**src/hdl/pch_pkg.sv**
```systemverilog
// Constants for the configuration header identification and latency slice.
package pch_pkg;

  // ----------------------------------------------------------------
  // Configuration byte addresses (08h and 0Ch dword aligned, 0Eh inside the 0Ch dword)
  // ----------------------------------------------------------------
  localparam logic [7:0] CLASS_AND_REVISION_IDENT_OFS   = 8'h08;
  localparam logic [7:0] LATENCY_AND_LINE_SIZE_OFS      = 8'h0C;
  localparam logic [7:0] HEADER_LAYOUT_AND_SELFTEST_OFS = 8'h0E;
  localparam logic [7:0] DWORD_ALIGN_MASK               = 8'hFC;

  // ----------------------------------------------------------------
  // Fixed identification fields
  // ----------------------------------------------------------------
  localparam logic [7:0] BROAD_FUNCTION_CATEGORY  = 8'h0C;
  localparam logic [7:0] NARROW_FUNCTION_CATEGORY = 8'h00;
  localparam logic [7:0] PROGRAMMING_MODEL_CODE   = 8'h10;
  localparam logic [7:0] SELF_CHECK_FIELD         = 8'h00;
  localparam logic [7:0] HEADER_LAYOUT_FIELD      = 8'h00;

  // ----------------------------------------------------------------
  // Byte lanes inside a configuration dword
  // ----------------------------------------------------------------
  localparam int LINE_SIZE_LANE    = 0;
  localparam int LATENCY_LANE      = 1;
  localparam int HEADER_LAYOUT_LANE = 2;
  localparam int SELF_CHECK_LANE   = 3;
  localparam int BROAD_CATEGORY_LANE    = 3;
  localparam int NARROW_CATEGORY_LANE   = 2;
  localparam int PROGRAMMING_MODEL_LANE = 1;
  localparam int SILICON_REVISION_LANE  = 0;
  localparam int LANE_W                 = 8;

  // ----------------------------------------------------------------
  // Reset values
  // ----------------------------------------------------------------
  localparam logic [7:0]  LINE_SIZE_RESET     = 8'h00;
  localparam logic [7:0]  LATENCY_RESET       = 8'h00;
  localparam logic [31:0] RDATA_RESET         = 32'h0000_0000;
  localparam logic [31:0] EMPTY_WORD          = 32'h0000_0000;
  localparam logic [7:0]  LATENCY_COUNT_START = 8'h00;
  localparam logic [7:0]  LATENCY_COUNT_STEP  = 8'h01;
  localparam logic [7:0]  LATENCY_COUNT_MAX   = 8'hFF;

  // Latency counter states.
  typedef enum logic [0:0] {
    PCH_LAT_IDLE,
    PCH_LAT_RUN
  } pch_lat_state_t;

endpackage

```
**src/hdl/pch_config_header.sv**
```systemverilog
// Configuration header slice: class and revision, latency timer, header layout.
`timescale 1ns/1ps

// Contract
// (RULE_01) Bits 31:24 of identification read 0Ch.
// (RULE_02) Bits 23:16 of identification read 00h.
// (RULE_03) Bits 15:8 of identification read 10h.
// (RULE_04) Low identification byte is fixed silicon revision.
// (RULE_05) Class and revision register is read-only.
// (RULE_06) Writable latency value at 0Ch bits 15:8.
// (RULE_07) Counter starts at zero on FRAME, counts clocks.
// (RULE_08) Expired and grant removed ends the transaction.
// (RULE_09) Writable line size in bits 7:0, used.
// (RULE_10) Self-check field at 0Eh reads 00h; the code places it in lane 3 (byte 0Fh) and reads 00h there.
// (RULE_11) Header layout field reads 00h.
// (RULE_12) Read-only writes ignored; only addressed bytes update.
module pch_config_header #(
  // Arbitrary value; the real code is fixed by the silicon.
  parameter logic [7:0] SILICON_REVISION = 8'h5A,
  parameter int         LAT_W            = 8
) (
  // Clock and reset
  input  wire logic        ref_clk,
  input  wire logic        reset,
  // Configuration access port
  input  wire logic        cfg_rd,
  input  wire logic        cfg_wr,
  input  wire logic [7:0]  cfg_addr,
  input  wire logic [3:0]  cfg_be,
  input  wire logic [31:0] cfg_wdata,
  output logic      [31:0] cfg_rdata_ff,
  output logic             cfg_rvalid_ff,
  // Bus master transaction logic
  input  wire logic        frame_start,
  input  wire logic        master_active,
  input  wire logic        gnt_n,
  output logic             lat_expired_ff,
  output logic             master_stop_ff,
  // Settings used by the bus master
  output logic      [7:0]  line_size_setting_ff,
  output logic      [7:0]  latency_value_ff
);

  // ----------------------------------------------------------------
  // Elaboration checks
  // ----------------------------------------------------------------
  if (LAT_W != 8)
  begin : g_bad_width
    $error("pch_config_header: LAT_W must be 8");
  end

  // Both settings bytes need lanes of their own or one write would land twice.
  if (pch_pkg::LINE_SIZE_LANE == pch_pkg::LATENCY_LANE)
  begin : g_bad_lanes
    $error("pch_config_header: settings lanes overlap");
  end

  // Offsets must be dword aligned because the decode drops the low address bits.
  if ((pch_pkg::LATENCY_AND_LINE_SIZE_OFS & pch_pkg::DWORD_ALIGN_MASK)
      != pch_pkg::LATENCY_AND_LINE_SIZE_OFS)
  begin : g_bad_offset
    $error("pch_config_header: settings offset not dword aligned");
  end

  if ((pch_pkg::CLASS_AND_REVISION_IDENT_OFS & pch_pkg::DWORD_ALIGN_MASK)
      != pch_pkg::CLASS_AND_REVISION_IDENT_OFS)
  begin : g_bad_ident_offset
    $error("pch_config_header: identification offset not dword aligned");
  end

  // ----------------------------------------------------------------
  // Helpers
  // ----------------------------------------------------------------
  function automatic logic [7:0] pick_lane(input logic [31:0] word, input int lane);
    pick_lane = word[lane*pch_pkg::LANE_W +: pch_pkg::LANE_W];
  endfunction

  // Places one byte into its lane of an otherwise empty dword.
  function automatic logic [31:0] place_lane(input logic [7:0] value, input int lane);
    place_lane = pch_pkg::EMPTY_WORD;
    place_lane[lane*pch_pkg::LANE_W +: pch_pkg::LANE_W] = value;
  endfunction

  function automatic logic hits(input logic [7:0] addr, input logic [7:0] ofs);
    hits = ((addr & pch_pkg::DWORD_ALIGN_MASK) == ofs);
  endfunction

  // ----------------------------------------------------------------
  // Grant synchroniser
  // ----------------------------------------------------------------
  logic gnt_meta_ff;
  logic gnt_sync_ff;
  logic nxt_gnt_meta;
  logic nxt_gnt_sync;

  always_comb
  begin
    nxt_gnt_meta = gnt_n;
    nxt_gnt_sync = gnt_meta_ff;
  end

  // Grant is released high so reset holds it as deasserted.
  always_ff @(posedge ref_clk)
  begin
    if (reset)
    begin
      gnt_meta_ff <= 1'b1;
      gnt_sync_ff <= 1'b1;
    end
    else
    begin
      gnt_meta_ff <= nxt_gnt_meta;
      gnt_sync_ff <= nxt_gnt_sync;
    end
  end

  // ----------------------------------------------------------------
  // Settings registers
  // ----------------------------------------------------------------
  logic [7:0]  nxt_line_size;
  logic [7:0]  nxt_latency;
  logic [31:0] nxt_rdata;
  logic        nxt_rvalid;
  logic [31:0] ident_word;
  logic [31:0] lat_word;

  always_comb
  begin
    nxt_line_size = line_size_setting_ff;
    nxt_latency   = latency_value_ff;
    // (RULE_05) Identification ignores writes.
    // (RULE_12) Per-lane write enables.
    if (cfg_wr && hits(cfg_addr, pch_pkg::LATENCY_AND_LINE_SIZE_OFS))
    begin
      // (RULE_09) Line size write.
      if (cfg_be[pch_pkg::LINE_SIZE_LANE])
      begin
        nxt_line_size = pick_lane(cfg_wdata, pch_pkg::LINE_SIZE_LANE);
      end
      // (RULE_06) Latency value write.
      if (cfg_be[pch_pkg::LATENCY_LANE])
      begin
        nxt_latency = pick_lane(cfg_wdata, pch_pkg::LATENCY_LANE);
      end
    end
  end

  always_ff @(posedge ref_clk)
  begin
    if (reset)
    begin
      line_size_setting_ff <= pch_pkg::LINE_SIZE_RESET;
      latency_value_ff     <= pch_pkg::LATENCY_RESET;
    end
    else
    begin
      line_size_setting_ff <= nxt_line_size;
      latency_value_ff     <= nxt_latency;
    end
  end

  // ----------------------------------------------------------------
  // Read answer
  // ----------------------------------------------------------------
  // The answer is built from the registered settings, so a read that meets a
  // write in the same cycle returns the old value.
  always_comb
  begin
    ident_word = pch_pkg::EMPTY_WORD;
    // (RULE_01) Base category byte.
    ident_word = ident_word
                 | place_lane(pch_pkg::BROAD_FUNCTION_CATEGORY, pch_pkg::BROAD_CATEGORY_LANE);
    // (RULE_02) Sub category byte.
    ident_word = ident_word
                 | place_lane(pch_pkg::NARROW_FUNCTION_CATEGORY, pch_pkg::NARROW_CATEGORY_LANE);
    // (RULE_03) Programming model byte.
    ident_word = ident_word
                 | place_lane(pch_pkg::PROGRAMMING_MODEL_CODE, pch_pkg::PROGRAMMING_MODEL_LANE);
    // (RULE_04) Fixed revision byte.
    ident_word = ident_word | place_lane(SILICON_REVISION, pch_pkg::SILICON_REVISION_LANE);

    lat_word = pch_pkg::EMPTY_WORD;
    // (RULE_10) Self-check reads zero.
    lat_word = lat_word | place_lane(pch_pkg::SELF_CHECK_FIELD, pch_pkg::SELF_CHECK_LANE);
    // (RULE_11) Header layout reads zero.
    lat_word = lat_word | place_lane(pch_pkg::HEADER_LAYOUT_FIELD, pch_pkg::HEADER_LAYOUT_LANE);
    lat_word = lat_word | place_lane(latency_value_ff, pch_pkg::LATENCY_LANE);
    lat_word = lat_word | place_lane(line_size_setting_ff, pch_pkg::LINE_SIZE_LANE);

    // Unmapped dwords read as zero so probing software sees an empty slot.
    nxt_rvalid = cfg_rd;
    nxt_rdata  = pch_pkg::RDATA_RESET;
    if (cfg_rd)
    begin
      if (hits(cfg_addr, pch_pkg::CLASS_AND_REVISION_IDENT_OFS))
      begin
        nxt_rdata = ident_word;
      end
      else if (hits(cfg_addr, pch_pkg::LATENCY_AND_LINE_SIZE_OFS))
      begin
        nxt_rdata = lat_word;
      end
    end
  end

  always_ff @(posedge ref_clk)
  begin
    if (reset)
    begin
      cfg_rdata_ff  <= pch_pkg::RDATA_RESET;
      cfg_rvalid_ff <= 1'b0;
    end
    else
    begin
      cfg_rdata_ff  <= nxt_rdata;
      cfg_rvalid_ff <= nxt_rvalid;
    end
  end

  // ----------------------------------------------------------------
  // Latency counter
  // ----------------------------------------------------------------
  pch_pkg::pch_lat_state_t lat_state_ff;
  pch_pkg::pch_lat_state_t nxt_lat_state;
  logic [7:0] lat_count_ff;
  logic [7:0] nxt_lat_count;
  logic       nxt_expired;
  logic       nxt_stop;

  always_comb
  begin
    nxt_lat_state = lat_state_ff;
    nxt_lat_count = lat_count_ff;
    case (lat_state_ff)
      pch_pkg::PCH_LAT_IDLE:
      begin
        // (RULE_07) Start from zero.
        if (frame_start)
        begin
          nxt_lat_state = pch_pkg::PCH_LAT_RUN;
          nxt_lat_count = pch_pkg::LATENCY_COUNT_START;
        end
      end
      pch_pkg::PCH_LAT_RUN:
      begin
        // (RULE_07) Restart or advance.
        if (frame_start)
        begin
          nxt_lat_count = pch_pkg::LATENCY_COUNT_START;
        end
        else if (!master_active)
        begin
          nxt_lat_state = pch_pkg::PCH_LAT_IDLE;
        end
        else if (lat_count_ff != pch_pkg::LATENCY_COUNT_MAX)
        begin
          // Saturating keeps a long burst from wrapping back under the limit.
          nxt_lat_count = 8'(lat_count_ff + pch_pkg::LATENCY_COUNT_STEP);
        end
      end
      default:
      begin
        nxt_lat_state = pch_pkg::PCH_LAT_IDLE;
        nxt_lat_count = pch_pkg::LATENCY_COUNT_START;
      end
    endcase
  end

  always_ff @(posedge ref_clk)
  begin
    if (reset)
    begin
      lat_state_ff <= pch_pkg::PCH_LAT_IDLE;
      lat_count_ff <= pch_pkg::LATENCY_COUNT_START;
    end
    else
    begin
      lat_state_ff <= nxt_lat_state;
      lat_count_ff <= nxt_lat_count;
    end
  end

  // ----------------------------------------------------------------
  // Expiry and termination flags
  // ----------------------------------------------------------------
  // The flags look at the count being registered, so expiry shows on the same
  // edge as the count that reaches the limit rather than one clock late.
  always_comb
  begin
    // (RULE_08) Expiry and grant removal.
    nxt_expired = (nxt_lat_state == pch_pkg::PCH_LAT_RUN) && master_active
                  && (nxt_lat_count >= latency_value_ff);
    // A high synchronised grant means the arbiter has taken the bus away.
    nxt_stop    = nxt_expired && gnt_sync_ff;
  end

  always_ff @(posedge ref_clk)
  begin
    if (reset)
    begin
      lat_expired_ff <= 1'b0;
      master_stop_ff <= 1'b0;
    end
    else
    begin
      lat_expired_ff <= nxt_expired;
      master_stop_ff <= nxt_stop;
    end
  end

endmodule

```
**config.mk**
```make
export PLATFORM = sky130hd
export DESIGN_NAME = pch_config_header
export DESIGN_NICKNAME = d
export VERILOG_FILES = /design/src/hdl/pch_pkg.sv /design/src/hdl/pch_config_header.sv
export SDC_FILE = /design/constraint.sdc
export NUM_CORES = 1
export LEC_CHECK = 0
export CAP_MARGIN = 20
export CORE_ASPECT_RATIO = 1.75
export CORE_MARGIN = 3
export CORE_UTILIZATION = 55
export CTS_CLUSTER_DIAMETER = 150
export DETAILED_ROUTE_END_ITERATION = 16
export DONT_BUFFER_PORTS = 1
export PLACE_DENSITY = 0.74
export SLEW_MARGIN = 25
export SYNTH_ARGS = -nofsm -noshare
export SYNTH_HDL_FRONTEND = slang
export SYNTH_SLANG_ARGS = --single-unit
```
**constraint.sdc**
```tcl
create_clock -name ref_clk -period 6.1 [get_ports ref_clk]
set_clock_uncertainty 0.05 [all_clocks]
set_input_delay 1.22 -clock ref_clk [delete_from_list [all_inputs] [get_ports ref_clk]]
set_output_delay 1.22 -clock ref_clk [all_outputs]
set_load 0.05 [all_outputs]
```
* Word level (Yosys, flattened, before mapping)
Cells that the tools add are included.
** Cells by class
- Add/sub/neg operators :: 1
- $lt $le $gt $ge :: 1
- Equality and inequality tests :: 3
- Multiplexer cells :: 11
- Bitwise gates (word level) :: 4
- Reductions and logical operators :: 8
** Operators with widths (count)
- $mux 8 :: 4
- $mux 28 :: 1
- $mux 16 :: 1
- $or 16x8->16 :: 1
- $pmux 8 s2 :: 1
- $eq 6x2->1 const B :: 2
- $add 8x1->8 const B :: 1
- $ge 8x8->1 :: 1
- $ne 8x8->1 const B :: 1
- $logic_and 1x1->1 :: 4
- $reduce_and 2->1 :: 2
- $reduce_or 4->1 :: 1
- $mux 1 :: 3
- $not 1->1 :: 3
- $pmux 1 s2 :: 1
- $reduce_or 2->1 :: 1
** Storage, ports and cells
- Register bits after elaboration :: 62
- Output and inout port bits :: 51
- Word-level logic and storage cells :: 39

* Longest topological paths before layout
- Depth in word-level cells :: 8
- Mapped depth :: 10
- Gate-level depth less buffers :: 10

* Least setup slack after synthesis
No wires, ideal clock.
- Path type :: input -> register
- Start point :: in master_active
- End point :: reg master_stop_ff
- Library setup time :: 0.126 ns
- Arrival :: 3.005 ns
- Data required time :: 5.924 ns
- Slack :: 2.919 ns
- Cell stages on the path :: 9
- Path buffers :: 0
- Cells stage by stage :: nand2_1 o21bai_1 xor2_1 or2_2 ha_1 nand2b_4 a2111o_1 a311oi_2 nor3b_1
** Between the ends
- Word-level cells in the longest chain between the ends :: 6
** Ends and longest elaborated chain
- start: declaration :: line pch_config_header.sv:35 : input wire logic master_active,
- $mux 8 / $mux 1 (equally long branches) :: line pch_config_header.sv:251 : else if (!master_active)
- $mux 8 / $mux 1 (equally long branches) :: line pch_config_header.sv:247 : if (frame_start)
- $pmux 8 s2 / $pmux 1 s2 (equally long branches) :: line pch_config_header.sv:234 : case (lat_state_ff)
- $ge 8x8->1 / $logic_and 1x1->1 (equally long branches) :: line pch_config_header.sv:292, pch_config_header.sv:291
- $logic_and 1x1->1 * :: line pch_config_header.sv:292 : && (nxt_lat_count >= latency_value_ff);
- $logic_and 1x1->1 * :: line pch_config_header.sv:294 : nxt_stop = nxt_expired && gnt_sync_ff;
- end signal: assignment :: line pch_config_header.sv:307 : master_stop_ff <= nxt_stop;
- end: declaration :: line pch_config_header.sv:38 : output logic master_stop_ff,
Mark *: on every way between the ends. The rest lies on a longest branch, timed or not.
A chain may end at the register's enable or synchronous reset.

* Final worst setup path
Ends and elaborated chain as after synthesis.

==> impl_metrics.ini <==
[outcome]
outcome = complete, no violations

[place]
hpwl_mm = 2.99
gp_congestion = 0.801
portBuffers = 0

[floorplanning]
die_x_um = 51.8
die-area_sq_mm = 0.00446
pin_count = 102
core_region_area_sq_mm = 0.00347
start_util_pct = 58.2
fp-row-count = 28
fp.dieH_um = 86.1

[power_and_ir_drop]
total_power_uw = 539
vdd_drop_max_v = 0.000174
power_density_mw_per_mm2 = 261
p_leak_nw = 0.883

[synth]
synthAdderAreaFrac_pct = 5.58
ys_seq_area_share_pct = 46.7
syn_avg_cell_area_sq_um = 9.42
ys_types = 38
netlist_top_cells_area = dfxtp_1 47%, mux2i_1 9.4%, nor2_1 6.5%
ys_top_cells_by_count = 47 x dfxtp_1, 35 x nor2_1, 19 x mux2i_1
synth_warnings = 0
syn_area_sq_mm = 0.00202
synthSimpleGateAreaFrac_pct = 19.9
synthFlopType = dfxtp_1
async_flop_share_pct = 0
synth-edff-count = 0
synth_xor_area_share_pct = 0.868
postSynthCellCount = 214
yosys.area.top_type = dfxtp_1
yosysMostFrequentCell = dfxtp_1
synth_top_area_share_pct = 46.7
synthMuxAreaShare_pct = 9.43
synth_top_family_by_area = simple AND/OR/NAND/NOR gates
synth-compound-area-share_pct = 6.58
ys_seq_elements = 47

[global_route]
grt_overflow_total = 0
grt_start_max_net_pins = 23
grt_use_total_pct = 18.0
grtUsageMet2_pct = 34.1
grt_pass1_wl_mm = 6.07
use_met1_pct = 16.1
grt_pass1_vias = 1442
gr-usage-met3_pct = 7.30
busiest_layer = met2
antenna_found_initial = 0

[worst_setup_path]
worst_ep_required_time_ns = 6.22
critPathLaunch = master_active
path_class = in2reg
critical_path.max_fanout = 6
crit_arrival_ns = 3.16
cp-start-kind = input port
setup.worst_path.end_class = flop
endpoint = master_stop_ff
rr_startpoint = lat_count_ff[0]
r2r_end = master_stop_ff
r2r_slack_ns = 3.20
reg2reg_depth = 10

[final_layout]
nets = 271
drive_gt1_share_pct = 7.55
antenna_cells = 0
area_delta_synth_final_pct = 2.30

[route]
firstDrtPassIters = 4
viasPerCell = 5.35
drcViolationCount = 0
vias = 1374
drt_wl_total_mm = 3.77
wl_per_cell_um = 14.7
drtIter0Drc = 15
ant_nets = 0

[run]
max_cap_violations = 0

[clock_tree]
post_cts.repair.setup_buffers = 0
cts_hold_buf = 0
root_buffer = clkbuf_8
clkTransAtPathRegs_ns = 0.09
cts_tree = built
htreeDepth = 2
clk_latency_ns = 0.29
cts.sinks = 47
clock_path_buffers = 2
cts_buffers = 5
ctsResizeCount = 0

[sta]
period_share_pct = 49.8
rsz0062_at_grt = false
maxSlewViolCount = 0
slew_headroom_pct = 37.3
worstMarginPinSlew_ns = 0.939
hold_viol = 0
fmax_mhz = 329
tns_ns = 0
period_needed_ns = 3.04
setup_viol_count_final = 0

[hold_path]
worstHoldPathCells = 1
hp-class = reg2reg
cell usage in the layout, fill, tap and decap left out, types with 5 or more instances in the layout:
cell type	synthesis	final
conb_1	1	14
nand3_1	5	5
nor2_1	35	35
nor3_1	10	10
clkbuf_8	0	6
and2_1	5	5
dfxtp_1	47	47
mux2i_1	19	19
inv_1	16	16
a21oi_1	7	7
ha_1	9	9
power breakdown:
part / switching [mW] / leakage (nW) / total [mW] / internal [mW]
logic: 0.0236 / 0.456 / 0.0282 / 0.00461
clock network: 0.103 / 0.0474 / 0.195 / 0.0925
registers: 0.00691 / 0.380 / 0.316 / 0.309
total: 0.133 / 0.883 / 0.539 / 0.406
per-layer routing:
metal | wire (um) | part of all wire [%] | up-vias
li1 | - | - | 679
met1 | 1310 | 35 | 640
met2 | 2100 | 56 | 49
met3 | 299 | 7.9 | 6
met4 | 61 | 1.6 | 0
met5 | 0 | 0 | -
worst min path at each step:
stage / slack (ns) / start / to
finish: 0.37 / gnt_meta_ff / gnt_sync_ff
global route: 0.39 / gnt_meta_ff / gnt_sync_ff
CTS: 0.37 / gnt_meta_ff / gnt_sync_ff
detailed placement: 0.35 / gnt_meta_ff / gnt_sync_ff
global placement: 0.34 / gnt_meta_ff / gnt_sync_ff
floorplan: 0.34 / gnt_meta_ff / gnt_sync_ff
flip-flops by register name, indices dropped and copies added, names as in the netlist:
signal / cells
cfg_rdata_ff: 17
gnt_sync_ff: 1
lat_count_ff: 8
line_size_setting_ff: 8
master_stop_ff: 1
latency_value_ff: 8
cfg_rvalid_ff: 1
lat_state_ff: 1
gnt_meta_ff: 1
lat_expired_ff: 1
stage by stage:
stage / area, sq um / worst slack [ns] / hold WS (ns) / instances / util (%)
after global placement: 1960 / 2.74 / 0.340 / 249 / 56.6
after CTS: 2060 / 3.05 / 0.374 / 257 / 59.5
after floorplan: 2070 / 2.92 / 0.339 / 227 / -
after detailed placement: 1960 / 2.74 / 0.346 / 249 / 56.6
final: 2060 / 3.06 / 0.373 / 257 / 59.5
after global routing: 2060 / 2.97 / 0.389 / 257 / 59.5
cell type report:
| class | instances | area, sq um |
|---|---|---|
| Sequential cell | 47 | 941 |
| Clock buffer | 6 | 82.6 |
| Tap cell | 45 | 56.3 |
| Clock inverter | 2 | 16.3 |
| Fill cell | 312 | 1410 |
| Inverter | 16 | 60.1 |
| Multi-Input combinational cell | 141 | 907 |
worst max-delay path: stages:
cell	delay (ns)
nand2_1	0.04
o21bai_1	0.21
xor2_1	0.17
or2_2	0.29
ha_1	0.27
nand2b_4	0.13
a2111o_1	0.41
a311oi_2	0.31
nor3b_1	0.10
logic make-up (layout without fill, tap and decap cells):
| logic type | after synthesis | count (layout) |
|---|---|---|
| flops | 47 | 47 |
| compound gates | 19 | 19 |
| buf+inv | 39 | 24 |
| simple gates | 78 | 78 |
| xor+xnor | 2 | 2 |
| fa+ha+maj | 9 | 9 |
| mux | 19 | 19 |
| other cells | 1 | 14 |
(Power assumes the default switching activity.)
